File: src/pwm_fault_pkg_unused_guard.sv
`default_nettype none
`default_nettype wire

File: src/pwm_fault_pkg.sv
`default_nettype none

package pwm_fault_pkg;

    // ------------------------------------------------------------------
    // Clock and oscillator
    // ------------------------------------------------------------------
    localparam int CLK_HZ = 100_000_000;
    localparam int CLK_PERIOD_NS = 10;
    localparam int OSC_65K_HZ = 65_000;
    localparam int OSC_100K_HZ = 100_000;
    localparam int PERIOD_65K_CYC = CLK_HZ / OSC_65K_HZ;
    localparam int PERIOD_100K_CYC = CLK_HZ / OSC_100K_HZ;

    // Least times round up to whole cycles.
    function automatic int ns_to_cyc_up(input int ns);
        return (ns + CLK_PERIOD_NS - 1) / CLK_PERIOD_NS;
    endfunction : ns_to_cyc_up

    // ------------------------------------------------------------------
    // Switching cycle timing
    // ------------------------------------------------------------------
    localparam int BLANK_NS = 250;
    localparam int BLANK_CYC = ns_to_cyc_up(BLANK_NS);
    localparam int MAX_ON_65K_NS = 12_300;
    localparam int MAX_ON_100K_NS = 8_000;
    localparam int MAX_ON_65K_CYC = MAX_ON_65K_NS / CLK_PERIOD_NS;
    localparam int MAX_ON_100K_CYC = MAX_ON_100K_NS / CLK_PERIOD_NS;
    localparam int SS_STEPS = 15;
    localparam int SOFT_START_CYC_DEF = 1_000_000;
    localparam int WS_TRIPS = 4;
    localparam int LINE_QUIET_SAMPLES = 2;

    // ------------------------------------------------------------------
    // Protection timers
    // ------------------------------------------------------------------
    localparam int EXT_FAULT_65K_NS = 55_000;
    localparam int EXT_FAULT_100K_NS = 35_000;
    localparam int EXT_FAULT_65K_CYC = ns_to_cyc_up(EXT_FAULT_65K_NS);
    localparam int EXT_FAULT_100K_CYC = ns_to_cyc_up(EXT_FAULT_100K_NS);
    localparam int SUPPLY_FAULT_NS = 10_000;
    localparam int SUPPLY_FAULT_CYC = ns_to_cyc_up(SUPPLY_FAULT_NS);
    localparam int TSD_NS = 10_000;
    localparam int TSD_CYC = ns_to_cyc_up(TSD_NS);
    localparam int OFF_MODE_MS = 150;
    localparam int OFF_MODE_CYC_DEF = OFF_MODE_MS * (CLK_HZ / 1000);
    localparam int FAULT_CYC_DEF = 20_000_000;
    localparam int AUTOREC_CYC_DEF = 100_000_000;

    // ------------------------------------------------------------------
    // Widths and types
    // ------------------------------------------------------------------
    localparam int CYC_W = 11;
    localparam int TMR_W = 27;
    localparam int SS_W = 4;
    localparam int PEAK_W = 3;
    localparam int WS_W = 3;
    localparam int QUIET_W = 2;

    typedef logic [TMR_W-1:0] timer_t;
    typedef logic [CYC_W-1:0] cyc_t;

    typedef enum logic [2:0] {
        ST_WAIT = 3'h0,
        ST_SOFT = 3'h1,
        ST_RUN = 3'h2,
        ST_LATCH = 3'h3,
        ST_AUTOREC = 3'h4,
        ST_STOP = 3'h5,
        ST_TSD = 3'h6,
        ST_OFF = 3'h7
    } prot_state_t;

    // Comparator and detector levels from the analog side.
    typedef struct packed {
        logic pwm_trip;
        logic ilim_trip;
        logic ss_trip;
        logic short_trip;
        logic at_limit;
        logic fb_opce;
        logic fb_below_off;
        logic fb_above_on;
        logic vcc_above_on;
        logic vcc_below_off;
        logic vcc_below_reset;
        logic vcc_over;
        logic line_above_start;
        logic brown_out;
        logic ext_fault;
        logic thermal_shutdown;
        logic hv_cmp;
        logic line_sample;
    } cmp_t;

endpackage : pwm_fault_pkg

`default_nettype wire

File: src/sync_bits.sv
`default_nettype none

module sync_bits #(
    parameter int WIDTH = 1
) (
    input wire logic ref_clk_in,
    input wire logic reset_in,
    input wire logic [WIDTH-1:0] async_in,
    output logic [WIDTH-1:0] sync_out
);

    // The first stage feeds only the second stage.
    logic [WIDTH-1:0] stage1_reg;
    logic [WIDTH-1:0] stage2_reg;

    always_ff @(posedge ref_clk_in) begin
        if (reset_in) begin
            stage1_reg <= '0;
            stage2_reg <= '0;
        end else begin
            stage1_reg <= async_in;
            stage2_reg <= stage1_reg;
        end
    end

    assign sync_out = stage2_reg;

endmodule : sync_bits

`default_nettype wire

File: src/current_mode_pwm_fault_logic.sv
// Contract
// - Ignore current sense for 250 ns blanking
// - Feedback setpoint comparator ends the on period
// - Current limit comparator also ends on period
// - Soft-start raises setpoint in 15 steps
// - Soft-start and feedback comparators are OR'ed
// - Four consecutive winding-short trips enter protection
// - Sawtooth reset every oscillator cycle
// - Overpower current only above enable level
// - Sample then reset line-peak code periodically
// - Peak valid after two quiet sample clocks
// - Fault timer at limit; timeout stops switching
// - Fault timer clears when setpoint leaves limit
// - Maximum on-time termination starts fault timer
// - Autorecovery retries after delay, new burst
// - Latch released by brown-out or supply reset
// - External fault persisting 55/35 us latches
// - Low supply for 10 us enters protection
// - Thermal shutdown from wait, stop, soft or run stops switching and startup source
// - Feedback low 150 ms enters off mode
// - Off entry below 0.6 V, restart above 2.2 V
// - On period capped at maximum on-time
`default_nettype none

module current_mode_pwm_fault_logic
    import pwm_fault_pkg::*;
#(
    parameter int SOFT_START_CYC = SOFT_START_CYC_DEF,
    parameter int FAULT_CYC = FAULT_CYC_DEF,
    parameter int AUTOREC_CYC = AUTOREC_CYC_DEF,
    parameter int EXT_FAULT_CYC = EXT_FAULT_65K_CYC,
    parameter int OFF_MODE_CYC = OFF_MODE_CYC_DEF
) (
    input wire logic ref_clk_in,
    input wire logic reset_in,
    input wire logic freq_100k_in,
    input wire logic autorecovery_in,
    input wire cmp_t comparators_in,
    input wire logic [PEAK_W-1:0] line_peak_code_in,
    output logic gate_drive_output_out,
    output logic sawtooth_reset_out,
    output logic [SS_W-1:0] soft_start_level_out,
    output logic overpower_comp_enable_out,
    output logic peak_detector_reset_out,
    output logic [PEAK_W-1:0] line_peak_out,
    output logic line_peak_valid_out,
    output logic startup_source_enable_out,
    output logic internal_supply_enable_out,
    output prot_state_t protection_state_out
);

    // ------------------------------------------------------------------
    // Helpers
    // ------------------------------------------------------------------
    // Saturating persistence counter: counts while the condition holds.
    function automatic timer_t persist(input timer_t cnt, input logic cond);
        if (!cond) begin
            return '0;
        end
        if (&cnt) begin
            return cnt;
        end
        return cnt + timer_t'(1);
    endfunction : persist

    localparam timer_t SS_STEP_CYC = timer_t'(SOFT_START_CYC / SS_STEPS);
    localparam cyc_t BLANK_LIM = cyc_t'(BLANK_CYC);
    localparam logic [SS_W-1:0] SS_FULL = SS_W'(SS_STEPS);
    localparam logic [WS_W-1:0] WS_LIM = WS_W'(WS_TRIPS);
    localparam logic [QUIET_W-1:0] QUIET_LIM = QUIET_W'(LINE_QUIET_SAMPLES);

    // ------------------------------------------------------------------
    // Input synchronisation
    // ------------------------------------------------------------------
    logic [$bits(cmp_t)-1:0] cmp_bits;
    cmp_t c;

    sync_bits #(
        .WIDTH($bits(cmp_t))
    ) u_sync (
        .ref_clk_in(ref_clk_in),
        .reset_in(reset_in),
        .async_in(comparators_in),
        .sync_out(cmp_bits)
    );

    assign c = cmp_t'(cmp_bits);

    // ------------------------------------------------------------------
    // State and registers
    // ------------------------------------------------------------------
    prot_state_t state_reg;
    prot_state_t state_next;
    cyc_t cyc_reg;
    cyc_t on_cnt_reg;
    logic gate_reg;
    logic saw_reg;
    logic [SS_W-1:0] level_reg;
    timer_t ss_div_reg;
    logic short_seen_reg;
    logic [WS_W-1:0] ws_cnt_reg;
    logic fault_hold_reg;
    timer_t fault_tmr_reg;
    timer_t low_tmr_reg;
    timer_t over_tmr_reg;
    timer_t ext_tmr_reg;
    timer_t tsd_tmr_reg;
    timer_t off_tmr_reg;
    timer_t ar_tmr_reg;
    logic opc_reg;
    logic hv_prev_reg;
    logic samp_prev_reg;
    logic armed_reg;
    logic [QUIET_W-1:0] quiet_reg;
    logic [PEAK_W-1:0] peak_reg;
    logic peak_valid_reg;
    logic peak_rst_reg;

    // ------------------------------------------------------------------
    // Switching cycle decode
    // ------------------------------------------------------------------
    wire switching = (state_reg == ST_SOFT) || (state_reg == ST_RUN);
    wire in_soft = (state_reg == ST_SOFT);
    wire cyc_t period_lim = freq_100k_in ? cyc_t'(PERIOD_100K_CYC - 1)
                                         : cyc_t'(PERIOD_65K_CYC - 1);
    wire cyc_t max_on_lim = freq_100k_in ? cyc_t'(MAX_ON_100K_CYC - 1)
                                         : cyc_t'(MAX_ON_65K_CYC - 1);
    wire cycle_start = switching && (cyc_reg == '0);
    wire blank = on_cnt_reg < BLANK_LIM;
    wire sense_ok = gate_reg && !blank;
    wire term_cmp = sense_ok && (c.pwm_trip || c.ilim_trip
                    || (in_soft && c.ss_trip));
    wire term_max = gate_reg && (on_cnt_reg == max_on_lim);
    wire ss_tick = in_soft && (ss_div_reg >= SS_STEP_CYC - timer_t'(1));

    // ------------------------------------------------------------------
    // Protection event decode
    // ------------------------------------------------------------------
    wire timer_t ext_lim = freq_100k_in ? timer_t'(EXT_FAULT_100K_CYC)
                                        : timer_t'(EXT_FAULT_CYC);
    wire fault_run = switching && (c.at_limit || fault_hold_reg);
    wire fault_to = fault_tmr_reg >= timer_t'(FAULT_CYC);
    wire ws_event = ws_cnt_reg >= WS_LIM;
    wire low_to = low_tmr_reg >= timer_t'(SUPPLY_FAULT_CYC);
    wire over_to = over_tmr_reg >= timer_t'(SUPPLY_FAULT_CYC);
    wire ext_to = ext_tmr_reg >= ext_lim;
    wire tsd_to = tsd_tmr_reg >= timer_t'(TSD_CYC);
    wire off_to = off_tmr_reg >= timer_t'(OFF_MODE_CYC);
    wire ar_to = ar_tmr_reg >= timer_t'(AUTOREC_CYC);
    wire start_ok = c.line_above_start && c.vcc_above_on;
    wire latch_release = c.brown_out || c.vcc_below_reset;
    wire retry_fault = fault_to || ws_event || low_to;
    wire prot_state_t fault_dest = autorecovery_in ? ST_AUTOREC : ST_LATCH;

    // ------------------------------------------------------------------
    // Protection state machine
    // ------------------------------------------------------------------
    always_comb begin
        state_next = state_reg;
        case (state_reg)
            ST_WAIT, ST_STOP: begin
                if (tsd_to) begin
                    state_next = ST_TSD;
                end else if (start_ok && !c.brown_out) begin
                    state_next = ST_SOFT;
                end
            end
            ST_SOFT, ST_RUN: begin
                if (c.brown_out) begin
                    state_next = ST_STOP;
                end else if (tsd_to) begin
                    state_next = ST_TSD;
                end else if (ext_to || over_to) begin
                    state_next = ST_LATCH;
                end else if (retry_fault) begin
                    state_next = fault_dest;
                end else if (off_to) begin
                    state_next = ST_OFF;
                end else if (in_soft && level_reg == SS_FULL) begin
                    state_next = ST_RUN;
                end
            end
            ST_LATCH: begin
                if (c.vcc_below_reset) begin
                    state_next = ST_WAIT;
                end else if (c.brown_out) begin
                    state_next = ST_STOP;
                end
            end
            ST_AUTOREC: begin
                if (latch_release || ar_to) begin
                    state_next = ST_WAIT;
                end
            end
            ST_TSD: begin
                if (start_ok && !c.thermal_shutdown) begin
                    state_next = ST_SOFT;
                end
            end
            ST_OFF: begin
                if (start_ok && c.fb_above_on) begin
                    state_next = ST_SOFT;
                end
            end
            default: begin
                state_next = ST_WAIT;
            end
        endcase
    end

    always_ff @(posedge ref_clk_in) begin
        if (reset_in) begin
            state_reg <= ST_WAIT;
        end else begin
            state_reg <= state_next;
        end
    end

    // ------------------------------------------------------------------
    // Oscillator, gate drive and sawtooth
    // ------------------------------------------------------------------
    // Comparator paths carry two cycles of synchroniser delay, so the
    // gate turns off three clocks after the analog trip.
    always_ff @(posedge ref_clk_in) begin
        if (reset_in || !switching) begin
            cyc_reg <= '0;
            gate_reg <= 1'b0;
            on_cnt_reg <= '0;
            saw_reg <= 1'b0;
        end else begin
            cyc_reg <= (cyc_reg >= period_lim) ? '0 : cyc_reg + cyc_t'(1);
            on_cnt_reg <= gate_reg ? on_cnt_reg + cyc_t'(1) : '0;
            saw_reg <= cycle_start;
            if (cycle_start) begin
                gate_reg <= 1'b1;
            end else if (term_cmp || term_max) begin
                gate_reg <= 1'b0;
            end
        end
    end

    // ------------------------------------------------------------------
    // Soft-start staircase
    // ------------------------------------------------------------------
    always_ff @(posedge ref_clk_in) begin
        if (reset_in || !switching) begin
            level_reg <= '0;
            ss_div_reg <= '0;
        end else if (!in_soft) begin
            level_reg <= SS_FULL;
            ss_div_reg <= '0;
        end else if (ss_tick) begin
            ss_div_reg <= '0;
            if (level_reg != SS_FULL) begin
                level_reg <= level_reg + SS_W'(1);
            end
        end else begin
            ss_div_reg <= ss_div_reg + timer_t'(1);
        end
    end

    // ------------------------------------------------------------------
    // Winding short and fault timer
    // ------------------------------------------------------------------
    // A cycle only counts as a trip if the short comparator fired after
    // blanking; any clean cycle restarts the count of four.
    always_ff @(posedge ref_clk_in) begin
        if (reset_in || !switching) begin
            short_seen_reg <= 1'b0;
            ws_cnt_reg <= '0;
            fault_hold_reg <= 1'b0;
        end else begin
            if (cycle_start) begin
                short_seen_reg <= 1'b0;
                if (!short_seen_reg) begin
                    ws_cnt_reg <= '0;
                end else if (ws_cnt_reg != WS_LIM) begin
                    ws_cnt_reg <= ws_cnt_reg + WS_W'(1);
                end
            end else if (sense_ok && c.short_trip) begin
                short_seen_reg <= 1'b1;
            end
            if (term_max) begin
                fault_hold_reg <= 1'b1;
            end else if (term_cmp) begin
                fault_hold_reg <= 1'b0;
            end
        end
    end

    // ------------------------------------------------------------------
    // Protection timers
    // ------------------------------------------------------------------
    always_ff @(posedge ref_clk_in) begin
        if (reset_in) begin
            fault_tmr_reg <= '0;
            low_tmr_reg <= '0;
            over_tmr_reg <= '0;
            ext_tmr_reg <= '0;
            tsd_tmr_reg <= '0;
            off_tmr_reg <= '0;
            ar_tmr_reg <= '0;
        end else begin
            fault_tmr_reg <= persist(fault_tmr_reg, fault_run);
            low_tmr_reg <= persist(low_tmr_reg, switching && c.vcc_below_off);
            over_tmr_reg <= persist(over_tmr_reg, switching && c.vcc_over);
            ext_tmr_reg <= persist(ext_tmr_reg, switching && c.ext_fault);
            tsd_tmr_reg <= persist(tsd_tmr_reg, c.thermal_shutdown && state_reg != ST_TSD);
            off_tmr_reg <= persist(off_tmr_reg, switching && c.fb_below_off);
            ar_tmr_reg <= persist(ar_tmr_reg, state_reg == ST_AUTOREC);
        end
    end

    // ------------------------------------------------------------------
    // Overpower compensation and line peak validation
    // ------------------------------------------------------------------
    // A peak is trusted only once the HV comparator has stayed silent for
    // two sample events after a falling edge; a rising edge disarms it.
    wire hv_edge = c.hv_cmp ^ hv_prev_reg;
    wire hv_fall = hv_prev_reg && !c.hv_cmp;
    wire samp_ev = c.line_sample && !samp_prev_reg;
    wire quiet_step = samp_ev && armed_reg && !hv_edge && (quiet_reg != QUIET_LIM);
    wire commit = quiet_step && (quiet_reg == QUIET_LIM - QUIET_W'(1));

    always_ff @(posedge ref_clk_in) begin
        if (reset_in) begin
            opc_reg <= 1'b0;
            hv_prev_reg <= 1'b0;
            samp_prev_reg <= 1'b0;
            armed_reg <= 1'b0;
            quiet_reg <= '0;
            peak_reg <= '0;
            peak_valid_reg <= 1'b0;
            peak_rst_reg <= 1'b0;
        end else begin
            opc_reg <= switching && c.fb_opce;
            hv_prev_reg <= c.hv_cmp;
            samp_prev_reg <= c.line_sample;
            peak_rst_reg <= samp_ev;
            if (hv_edge) begin
                armed_reg <= hv_fall;
                quiet_reg <= '0;
            end else if (quiet_step) begin
                quiet_reg <= quiet_reg + QUIET_W'(1);
            end
            if (commit) begin
                peak_reg <= line_peak_code_in;
                peak_valid_reg <= 1'b1;
            end
        end
    end

    // ------------------------------------------------------------------
    // Outputs
    // ------------------------------------------------------------------
    assign gate_drive_output_out = gate_reg;
    assign sawtooth_reset_out = saw_reg;
    assign soft_start_level_out = level_reg;
    assign overpower_comp_enable_out = opc_reg;
    assign peak_detector_reset_out = peak_rst_reg;
    assign line_peak_out = peak_reg;
    assign line_peak_valid_out = peak_valid_reg;
    assign startup_source_enable_out = (state_reg != ST_TSD);
    assign internal_supply_enable_out = (state_reg != ST_OFF);
    assign protection_state_out = state_reg;

endmodule : current_mode_pwm_fault_logic

`default_nettype wire

File: config.mk
export PLATFORM = sky130hd
export DESIGN_NAME = current_mode_pwm_fault_logic
export DESIGN_NICKNAME = d
export VERILOG_FILES = /design/src/pwm_fault_pkg_unused_guard.sv /design/src/pwm_fault_pkg.sv /design/src/sync_bits.sv /design/src/current_mode_pwm_fault_logic.sv
export SDC_FILE = /design/constraint.sdc
export NUM_CORES = 1
export LEC_CHECK = 0
export BUFFER_PORTS_ARGS = -buffer_cell sky130_fd_sc_hd__buf_4
export CELL_PAD_IN_SITES_DETAIL_PLACEMENT = 0
export CELL_PAD_IN_SITES_GLOBAL_PLACEMENT = 2
export CORE_ASPECT_RATIO = 0.8
export CORE_MARGIN = 2
export CORE_UTILIZATION = 35
export DETAILED_ROUTE_END_ITERATION = 8
export GPL_TIMING_DRIVEN = 0
export PLACE_DENSITY_LB_ADDON = 0.25
export SLEW_MARGIN = 25
export SYNTH_ARGS = -nofsm -noshare
export SYNTH_HDL_FRONTEND = slang
export SYNTH_SLANG_ARGS = --single-unit
File: constraint.sdc
create_clock -name ref_clk_in -period 2.33 [get_ports ref_clk_in]
set_input_delay 0 -clock ref_clk_in [delete_from_list [all_inputs] [get_ports ref_clk_in]]
set_output_delay 0 -clock ref_clk_in [all_outputs]
set_load 0.01 [all_outputs]
==> flow_metrics.py, run 1 <==
metrics = {
    "floorplanning": {
        "rows": 64,
        "die_h_um": 180.9,
        "initial_core_util_pct": 35.64,
        "dieArea_um2": 40750,
        "die_w_um": 225.2,
        "ioPinCount": 42,
        "core_um2": 38440,
    },
    "worst_hold_path": {
        "hold_depth": 5,
        "hold_class": "input pin to flop",
    },
    "critical_path": {
        "cp.required_ns": 2.74,
        "r2r-start": "ext_tmr_reg[4]",
        "worst-path-buf-inv": 1,
        "rrSetupSlack_ns": -0.02,
        "crit_fanout": 3,
        "crit_type": "flop to flop",
        "cp-endpoint": "protection_state_out[1]",
        "critical_path.top_delay_family": "compound AO/OA/AOI/OAI gates",
        "cp.arrival_ns": 2.76,
        "cp-end-kind": "flop",
        "startpoint": "ext_tmr_reg[4]",
        "cp_num_cells": 8,
        "slowest_delay_ns": 0.35,
        "reg2reg_depth": 8,
        "cp_common_cell": "a311o_1",
        "r2r-end": "protection_state_out[1]",
        "slowest_stage": "dfxtp_4",
        "worstSetupStartpointType": "flop",
        "path_cells": "ha_4 > a311o_1 > a311o_1 > a211oi_4 > buf_6 > nand2_4 > o311a_4 > o311a_1",
    },
    "clock_network": {
        "clockRootBuffer": "clkbuf_16",
        "insertion_delay_ns": 0.52,
        "clockBufferDepth": 3,
        "cts_tree": "done",
        "numCtsBuffers": 35,
        "h-tree-depth": 2,
        "cts.sinks": 299,
        "clk_pin_slew_ns": 0.06,
    },
    "placement": {
        "place_area_um2": 14660,
        "place_inst": 2137,
        "port_buffers": 41,
        "place_ws_ns": -0.6728,
        "routabilityCongestion": 0.7881,
        "hpwl_um": 22680,
    },
    "synth": {
        "synth-main-ff-cell": "dfxtp_1",
        "netlist-cell-type-count": 73,
        "syn_avg_cell_area_um2": 8.604,
        "synth-seq-cells": 299,
        "async_flop_share_pct": 0,
        "ys_seq_area_share_pct": 43.70,
        "synthCells": 1592,
        "synth_edf_count": 0,
        "ys_warn_count": 0,
        "synth_area_um2": 13700,
        "synth_top_area_cell": "dfxtp_1",
        "synth_top_cells_by_area": "dfxtp_1 44%, xor2_1 7.7%, nor2_1 7.3%",
        "synth_top_area_share_pct": 43.70,
    },
    "timing": {
        "skew_ns": 0.01633,
        "max-slew-margin-rel_pct": 48.45,
        "min_period_over_period_pct": 100.8,
        "worst_pin_slew_ns": 0.7651,
        "setup_violations": 1,
        "rsz0062_at_grt": "true",
        "min_period_ns": 2.350,
        "drv_slew": 0,
        "max_freq_ghz": 0.4256,
        "hold_violations": 0,
        "setup_slack_ns": -0.01976,
    },
    "global_routing": {
        "grt_start_max_net_pins": 15,
        "antenna_found_initial": 0,
        "track_usage_pct": 16.34,
        "grt_pass1_wl_um": 54940,
        "first_global_vias": 10570,
        "grt_overflow": 0,
    },
    "drt": {
        "wire_per_inst_um": 14.55,
        "drc_errors": 0,
        "detail-route-antenna-nets": 0,
        "initialDrtViolationCount": 560,
        "viasPerCell": 4.938,
        "dr_total_vias": 11100,
        "drt_pass1_iterations": 5,
        "drt-total-wl_um": 32720,
    },
    "layout": {
        "mostFrequentLayoutCell": "dfxtp_1",
        "fin_nets": 1790,
        "fin_cells": 2248,
        "final_cell_mix": "292 x dfxtp_1, 263 x nor2_1, 120 x xor2_1, 113 x nand2_1, 106 x nand3_1",
        "syn_to_final_growth_pct": 23.26,
        "diodes": 0,
        "fin_area_um2": 16880,
        "drive_above_1_share_pct": 13.29,
    },
    "outcome": {
        "outcome": "finished with violations",
        "violations": "setup timing",
    },
    "power": {
        "p_per_area_nw_per_um2": 762.7,
        "p_int_mw": 9.932,
        "finalPower_mw": 12.88,
        "power_frac_comb_pct": 8.9,
        "sw_frac_of_total_pct": 22.87,
        "irDropWorstVdd_v": 0.0005186,
        "p_seq_share_pct": 41.1,
        "p_clk_share_pct": 50.0,
        "p_sw_mw": 2.944,
        "p_leak_nw": 6.058,
    },
    "run": {
        "max_cap_violations": 0,
    },
}
layer usage:
| layer | vias to the layer above | share of wire (%) | global-route usage (%) | wire length [um] |
|---|---|---|---|---|
| met2 | 119 | 41 | 23.90 | 13490 |
| met3 | 43 | 2.9 | 2.797 | 950 |
| met4 | 0 | 1.8 | 3.788 | 599 |
| li1 | 5798 | - | - | - |
| met5 | - | 0 | 0 | 0 |
| met1 | 5140 | 54 | 24.73 | 17680 |
what timing repair did:
action | in CTS | in global routing
resized for setup | 38 | 66
pin swaps | 16 | 18
endpoints found under the setup margin | 176 | 156
hold buffers | 23 | 0
buffers inserted | 11 | 20
hold endpoints to repair | 26 | 0
how the worst min path moves through the flow:
stage,slack (ns),start,endpoint
global route,0.08,freq_100k_in,cyc_reg[0]
global placement,0.21,comparators_in[0],u_sync.stage1_reg[0]
finish,0.04,freq_100k_in,fault_hold_reg
CTS,0.02,freq_100k_in,fault_hold_reg
floorplan,0.13,comparators_in[0],u_sync.stage1_reg[0]
detailed placement,0.22,comparators_in[5],u_sync.stage1_reg[5]
power by group through the flow:
stage,Combinational [mW],Clock [mW],Sequential [mW]
6_report,1.15,6.44,5.29
5_1_grt,1.27,6.86,5.30
4_1_cts,1.03,6.63,5.29
3_5_place_dp,0.876,0,5.41
3_3_place_gp,0.877,0,5.41
2_1_floorplan,0.536,0,5.40
cell type report:
type	instances	area, um2
plain buffers	41	215.2
flip-flops and latches	299	6000
inverters	48	180.2
multi-input cells	1208	7714
repair buffers	95	790.8
clock buffers	47	1033
fillers	3859	21550
well taps	495	619.3
clock inverters	15	331.6
per-stage QoR:
| stage | hold slack, ns | utilization, % | setup TNS [ns] |
|---|---|---|---|
| 6_report | 0.04391 | 43.93 | -0.01976 |
| 5_1_grt | 0.08110 | 43.93 | -0.3127 |
| 4_1_cts | 0.01854 | 42.88 | -0.3878 |
| 3_5_place_dp | 0.2160 | 38.14 | -70.55 |
| 3_3_place_gp | 0.2134 | 38.14 | -67.77 |
| 2_1_floorplan | 0.1282 | - | 0 |
synthesized netlist by cell type, types with 4 or more instances:
| library cell | n |
|---|---|
| a211o_1 | 5 |
| a21o_1 | 7 |
| a21oi_1 | 45 |
| a311o_1 | 5 |
| a31oi_1 | 13 |
| and2_1 | 10 |
| and3_1 | 46 |
| and4_1 | 23 |
| buf_2 | 7 |
| clkbuf_1 | 33 |
| dfxtp_1 | 299 |
| ha_1 | 37 |
| inv_1 | 47 |
| mux2i_1 | 6 |
| nand2_1 | 119 |
| nand2b_1 | 6 |
| nand3_1 | 109 |
| nand4_1 | 62 |
| nand4b_1 | 4 |
| nor2_1 | 265 |
| nor2b_1 | 43 |
| nor3_1 | 40 |
| nor4_1 | 32 |
| nor4b_1 | 10 |
| o211ai_1 | 5 |
| o21ai_0 | 26 |
| o21ai_1 | 5 |
| o31ai_1 | 4 |
| or2_2 | 6 |
| or3_1 | 18 |
| or4_1 | 4 |
| xnor2_1 | 71 |
| xor2_1 | 120 |
cell families (layout without fill, tap and decap cells):
kind of cell,after synthesis,in the layout,share of synthesized area (%)
AO/OA/AOI/OAI,144,144,6.960
XOR/XNOR,191,191,12.21
adder cells (fa/ha/maj),37,37,3.380
buffers and inverters,94,246,2.795
flip-flops,299,299,43.70
multiplexers,6,6,0.4385
other,1,10,0.02738
AND/OR/NAND/NOR,820,820,30.49
tightest hold or removal path, stage by stage:
cell and delay, ns:
buf_4 0.17, nand3_1 0.07, o21ai_0 0.07, nand4_1 0.11
a21oi_1 0.07
No activity file was read; power rests on OpenSTA's default activity.
==> inputs of run 2 (changes only) <==
Settings changed: CORE_ASPECT_RATIO 0.8 to default.
==> run 2 against run 1 <==
  * The flow still finishes with violations (setup timing)
  * Combinational power down 12%
  * Clock-buffer cell count grew 6
  * Global-route usage down 0.45 points
  * Critical endpoint unchanged
  * Via count grew 0.17%
  * Die area about the same
  * Hold slack improved by 0.045 ns
==> flow_metrics.py, run 2 (synthesized netlist as in run 1, its figures left out) <==
metrics = {
    "global_routing": {
        "antenna_found_initial": 1,
        "grt_pass1_wl_um": 53610,
        "first_global_vias": 10470,
        "grt_use_met1_pct": 22.02,
        "met3_usage_pct": 3.499,
        "track_usage_pct": 15.89,
        "top_usage_layer": "met2",
        "grt_overflow": 0,
        "gr-usage-met2_pct": 24.89,
        "grt_start_max_net_pins": 13,
    },
    "layout": {
        "final_util_pct": 43.26,
        "seqCellArea_um2": 6000,
        "drive_above_1_share_pct": 12.56,
        "final_cell_mix": "290 x dfxtp_1, 263 x nor2_1, 120 x xor2_1, 114 x nand2_1, 108 x nand3_1",
        "multi_input_area_um2": 7634,
        "syn_to_final_growth_pct": 22.04,
        "nFillCells": 3858,
        "mostFrequentLayoutCell": "dfxtp_1",
        "fin_nets": 1785,
    },
    "clock_network": {
        "cts_tree": "done",
        "numCtsBuffers": 37,
        "clockRootBuffer": "clkbuf_16",
        "clockBufferDepth": 3,
        "insertion_delay_ns": 0.55,
        "cts.sinks": 299,
        "clk_pin_slew_ns": 0.06,
        "h-tree-depth": 2,
    },
    "power": {
        "p_leak_nw": 6.002,
        "p_per_area_nw_per_um2": 748.4,
        "finalPower_mw": 12.51,
        "irDropWorstVdd_v": 0.0006444,
    },
    "timing": {
        "min_period_over_period_pct": 102.1,
        "worst_pin_slew_ns": 0.7739,
        "hold_violations": 0,
        "drv_slew": 0,
        "rsz0062_at_grt": "true",
        "skew_ns": 0.01433,
        "max_freq_ghz": 0.4202,
        "min_period_ns": 2.380,
        "setup_violations": 3,
        "setup_slack_ns": -0.04979,
        "max-slew-margin-rel_pct": 48.40,
    },
    "placement": {
        "hpwl_um": 22350,
        "routabilityCongestion": 0.7640,
        "port_buffers": 41,
    },
    "floorplanning": {
        "dieArea_um2": 40740,
        "die_w_um": 201.8,
        "die_h_um": 201.8,
        "rows": 72,
        "ioPinCount": 42,
        "initial_core_util_pct": 35.44,
        "core_um2": 38650,
    },
    "outcome": {
        "outcome": "finished with violations",
        "violations": "setup timing",
    },
    "worst_hold_path": {
        "hold_depth": 6,
        "hp-start": "autorecovery_in",
        "hold_class": "input pin to flop",
        "holdPathEnd": "protection_state_out[1]",
    },
    "drt": {
        "detail-route-antenna-nets": 0,
        "wire_per_inst_um": 14.24,
        "viasPerCell": 4.898,
        "initialDrtViolationCount": 400,
        "drt_pass1_iterations": 5,
        "drt-total-wl_um": 32330,
        "dr_total_vias": 11120,
        "drc_errors": 0,
    },
    "critical_path": {
        "crit_fanout": 4,
        "rrSetupSlack_ns": -0.05,
        "cp-end-kind": "flop",
        "reg2reg_depth": 8,
        "worstSetupStartpointType": "flop",
        "cp.arrival_ns": 2.80,
        "r2r-start": "ext_tmr_reg[4]",
        "r2r-end": "protection_state_out[1]",
        "cp.required_ns": 2.75,
        "crit_type": "flop to flop",
    },
    "run": {
        "max_cap_violations": 0,
    },
}
[run 2: what timing repair did]
item | CTS | global route
hold buffers | 24 | 0
resized for setup | 34 | 56
buffers inserted | 14 | 10
pin swaps | 10 | 8
endpoints found under the hold margin | 34 | 0
endpoints found under the setup margin | 175 | 143
[run 2: worst max path at each step]
| stage | start | depth (start not counted) | slack, ns | to |
|---|---|---|---|---|
| after floorplan | ext_tmr_reg[4] | 7 | 0.002 | protection_state_out[1] |
| after global placement | protection_state_out[2] | 6 | -0.55 | fault_tmr_reg[12] |
| after detailed placement | protection_state_out[1] | 7 | -0.54 | fault_tmr_reg[8] |
| after CTS | ext_tmr_reg[4] | 8 | -0.08 | protection_state_out[1] |
| after global routing | ext_tmr_reg[4] | 10 | -0.13 | protection_state_out[1] |
| final | ext_tmr_reg[4] | 8 | -0.05 | protection_state_out[1] |
[run 2: per-layer routing]
| layer | vias to the layer above | part of all wire, % |
|---|---|---|
| li1 | 5782 | - |
| met1 | 5185 | 50 |
| met2 | 106 | 44 |
| met3 | 46 | 3.5 |
| met4 | 0 | 2.0 |
| met5 | - | 0 |
[run 2: final cells by class]
cell class / instances / share of cell area, %
repair buffers: 89 / 4.378
well taps: 518 / 3.877
multi-input cells: 1208 / 45.66
clock inverters: 14 / 1.549
plain buffers: 40 / 1.227
inverters: 48 / 1.078
flip-flops and latches: 299 / 35.89
clock buffers: 53 / 6.324
diodes: 1 / 0.01497
[run 2: critical path, cell delays in order (launching register included)]
cell and delay (ns):
dfxtp_4 0.35, ha_4 0.21, a311o_1 0.33, a311o_1 0.31
a211oi_4 0.22, buf_6 0.16, nand2_4 0.06, o311a_4 0.33
o311a_1 0.29
[run 2: metrics by stage]
stage	setup TNS, ns	instance area, um2	setup WS (ns)	hold WS [ns]	std cells
after floorplan	0	13730	0.002326	0.1282	1601
after global routing	-0.4261	16720	-0.1280	0.1211	2270
after global placement	-60.64	14690	-0.5536	0.2199	2160
after CTS	-0.1078	16500	-0.07901	0.05785	2262
after detailed placement	-57.54	14690	-0.5400	0.2190	2160
final	-0.08745	16720	-0.04979	0.08914	2270
[run 2: where the power goes]
| group | leakage, nW | internal (mW) | total [mW] | switching (mW) |
|---|---|---|---|---|
| Sequential | 2.43 | 5.21 | 5.29 | 0.0791 |
| Clock | 0.642 | 3.94 | 6.21 | 2.27 |
| Combinational | 2.93 | 0.421 | 1.01 | 0.589 |
| Total | 6.00 | 9.57 | 12.5 | 2.94 |
==> inputs of run 3 (changes only) <==
Settings changed: ABC_AREA from default to 1, CORE_UTILIZATION 35 to 33, MAX_ROUTING_LAYER from default to met4.
==> run 3 against run 2 <==
  * The run now ends clean
  * Register-to-register slack better by 0.25 ns
  * Hold slack better by 0.072 ns
  * Clock-buffer cell count up 3
  * Largest cell class unchanged
==> flow_metrics.py, run 3 <==
metrics = {
    "outcome": {
        "outcome": "completed",
    },
    "critical_path": {
        "crit_type": "flop to flop",
        "rrSetupSlack_ns": 0.20,
        "slowest_stage": "dfxtp_1",
        "reg2reg_depth": 14,
        "startpoint": "ar_tmr_reg[1]",
        "worstSetupStartpointType": "flop",
        "crit_fanout": 5,
        "cp-end-kind": "flop",
        "critical_path.top_delay_family": "simple AND/OR/NAND/NOR gates",
        "cp-endpoint": "ar_tmr_reg[11]",
        "cp_num_cells": 14,
        "slowest_delay_ns": 0.36,
        "worst-path-buf-inv": 3,
        "path_cells": "ha_1 > nand2_1 > inv_2 > nand3_2 > nor2_4 > nand3_2 > nor3_4 > nand2_2 > nand2_4 > inv_2 > nand3_2 > o21ai_1 > o211ai_1 > inv_1",
        "r2r-start": "ar_tmr_reg[1]",
        "r2r-end": "ar_tmr_reg[11]",
        "cp_common_cell": "nand3_2",
        "cp.arrival_ns": 2.56,
        "cp.required_ns": 2.76,
    },
    "layout": {
        "fin_area_um2": 18290,
        "mostFrequentLayoutCell": "inv_1",
        "final_cell_mix": "392 x inv_1, 359 x nand2_1, 298 x nor2_1, 295 x dfxtp_1, 129 x a21oi_1",
        "drive_above_1_share_pct": 10.76,
        "diodes": 0,
        "syn_to_final_growth_pct": 17.99,
        "nFillCells": 4936,
        "fin_nets": 2412,
        "final_util_pct": 39.37,
        "fin_cells": 2986,
    },
    "floorplanning": {
        "core_um2": 46460,
        "dieArea_um2": 48720,
        "rows": 79,
        "initial_core_util_pct": 33.37,
        "die_w_um": 220.7,
        "die_h_um": 220.7,
        "ioPinCount": 42,
    },
    "timing": {
        "setup_violations": 0,
        "max-slew-margin-rel_pct": 43.60,
        "worst_pin_slew_ns": 0.8460,
        "drv_slew": 0,
        "whs_ns": 0.1610,
        "min_period_over_period_pct": 91.58,
        "hold_violations": 0,
        "skew_ns": 0.02080,
        "max_freq_ghz": 0.4687,
        "min_period_ns": 2.134,
    },
    "synth": {
        "synth-seq-cells": 299,
        "netlist-cell-type-count": 68,
        "synthCells": 2231,
        "yosysMostFrequentCell": "inv_1",
        "synth-main-ff-cell": "dfxtp_1",
        "synth_edf_count": 0,
        "synth_top_area_cell": "dfxtp_1",
        "ys_seq_area_share_pct": 38.61,
        "synth_top_area_share_pct": 38.61,
        "async_flop_share_pct": 0,
        "synth_top_cells_by_area": "dfxtp_1 39%, inv_1 9.5%, nand2_1 8.7%",
        "ys_warn_count": 0,
        "syn_avg_cell_area_um2": 6.948,
        "netlist_top_cells_count": "392 x inv_1, 359 x nand2_1, 305 x nor2_1",
        "synth_area_um2": 15500,
    },
    "global_routing": {
        "grt_start_max_net_pins": 13,
        "grt_overflow": 0,
        "grt_pass1_wl_um": 69430,
        "first_global_vias": 13750,
        "antenna_found_initial": 0,
        "track_usage_pct": 18.21,
    },
    "clock_network": {
        "numCtsBuffers": 38,
        "h-tree-depth": 2,
        "clockBufferDepth": 3,
        "insertion_delay_ns": 0.55,
        "clk_pin_slew_ns": 0.06,
        "cts.sinks": 299,
        "cts_tree": "done",
        "clockRootBuffer": "clkbuf_16",
    },
    "drt": {
        "dr_total_vias": 14300,
        "drt-total-wl_um": 42440,
        "detail-route-antenna-nets": 0,
        "initialDrtViolationCount": 769,
        "wire_per_inst_um": 14.21,
        "drt_pass1_iterations": 5,
        "viasPerCell": 4.789,
        "drc_errors": 0,
    },
    "worst_hold_path": {
        "hold_class": "input pin to flop",
        "hp-start": "freq_100k_in",
        "hold_depth": 5,
    },
    "power": {
        "irDropWorstVdd_v": 0.0004507,
        "p_per_area_nw_per_um2": 670.0,
        "p_leak_nw": 7.286,
    },
    "run": {
        "max_cap_violations": 0,
    },
    "placement": {
        "place_inst": 2887,
        "place_area_um2": 16590,
        "routabilityCongestion": 0.8536,
        "hpwl_um": 32370,
        "port_buffers": 40,
    },
}
==> run 3: changes by cell type in the layout (fill, tap and decap cells not counted), sizes merged, moves of 72 or more <==
cell,previous run,this run
inv,47,418
nor3,40,132
a21oi,45,132
nand2,120,375
xor2,120,19
o21ai,31,103
==> run 3: power by group <==
group          leakage (nW)  internal [mW]  switching (mW)
Combinational          4.21          0.323           0.555
Clock                 0.649           3.72            2.31
Sequential             2.42           5.23           0.114
==> run 3: metal layers <==
layer,wire length [um],global-route usage (%),up-vias,share of wire [%]
li1,-,-,7535,-
met1,21030,24.03,6503,50
met2,18860,28.71,191,44
met3,1409,2.515,72,3.3
met4,1142,5.978,0,2.7
met5,0,-,-,0
==> run 3: cells by family after synthesis <==
logic type | after synthesis | share of synthesized area, %
compound gates | 322 | 12.10
buf+inv | 439 | 10.82
fa+ha+maj | 37 | 2.986
simple gates | 1100 | 33.59
flops | 299 | 38.61
xor+xnor | 33 | 1.865
other cells | 1 | 0.02419
==> run 3: layout make-up <==
| type | instances | area, um2 | area share, % |
|---|---|---|---|
| buffer | 19 | 96.34 | 0.5267 |
| clock buffer | 56 | 1180 | 6.451 |
| clock inverter | 13 | 123.9 | 0.6772 |
| inverter | 420 | 1584 | 8.661 |
| multi-input combinational | 1502 | 7960 | 43.52 |
| sequential | 299 | 5991 | 32.75 |
| tap | 607 | 759.5 | 4.152 |
| timing repair buffer | 70 | 595.6 | 3.256 |
==> run 3: what timing repair did <==
item                       in CTS  in global routing
setup endpoints to repair       9                 70
hold endpoints to repair       25                  0
hold buffers                   23                  0
setup buffers                   2                  5
pin swaps                       1                  3
resized for setup               1                 27
==> run 3: stage by stage <==
step	setup slack, ns	TNS (ns)	power (mW)
floorplan	0.5366	0	5.920
global placement	-0.08292	-0.2889	6.289
detailed placement	-0.07537	-0.2401	6.290
CTS	0.01580	0	12.51
global route	-0.002234	-0.002234	12.79
finish	0.1962	0	12.26
==> run 3: how the worst min path moves through the flow <==
stage / end / slack, ns
6_report: fault_hold_reg / 0.16
2_1_floorplan: u_sync.stage1_reg[0] / 0.11
5_1_grt: u_sync.stage1_reg[13] / 0.22
3_3_place_gp: u_sync.stage1_reg[12] / 0.21
4_1_cts: u_sync.stage1_reg[1] / 0.16
3_5_place_dp: u_sync.stage1_reg[12] / 0.21
==> run 3: worst min-delay path: stages <==
cell and delay [ns]:
buf_4 0.12, inv_1 0.19, o41ai_1 0.12, nand3_1 0.10, a21oi_1 0.14
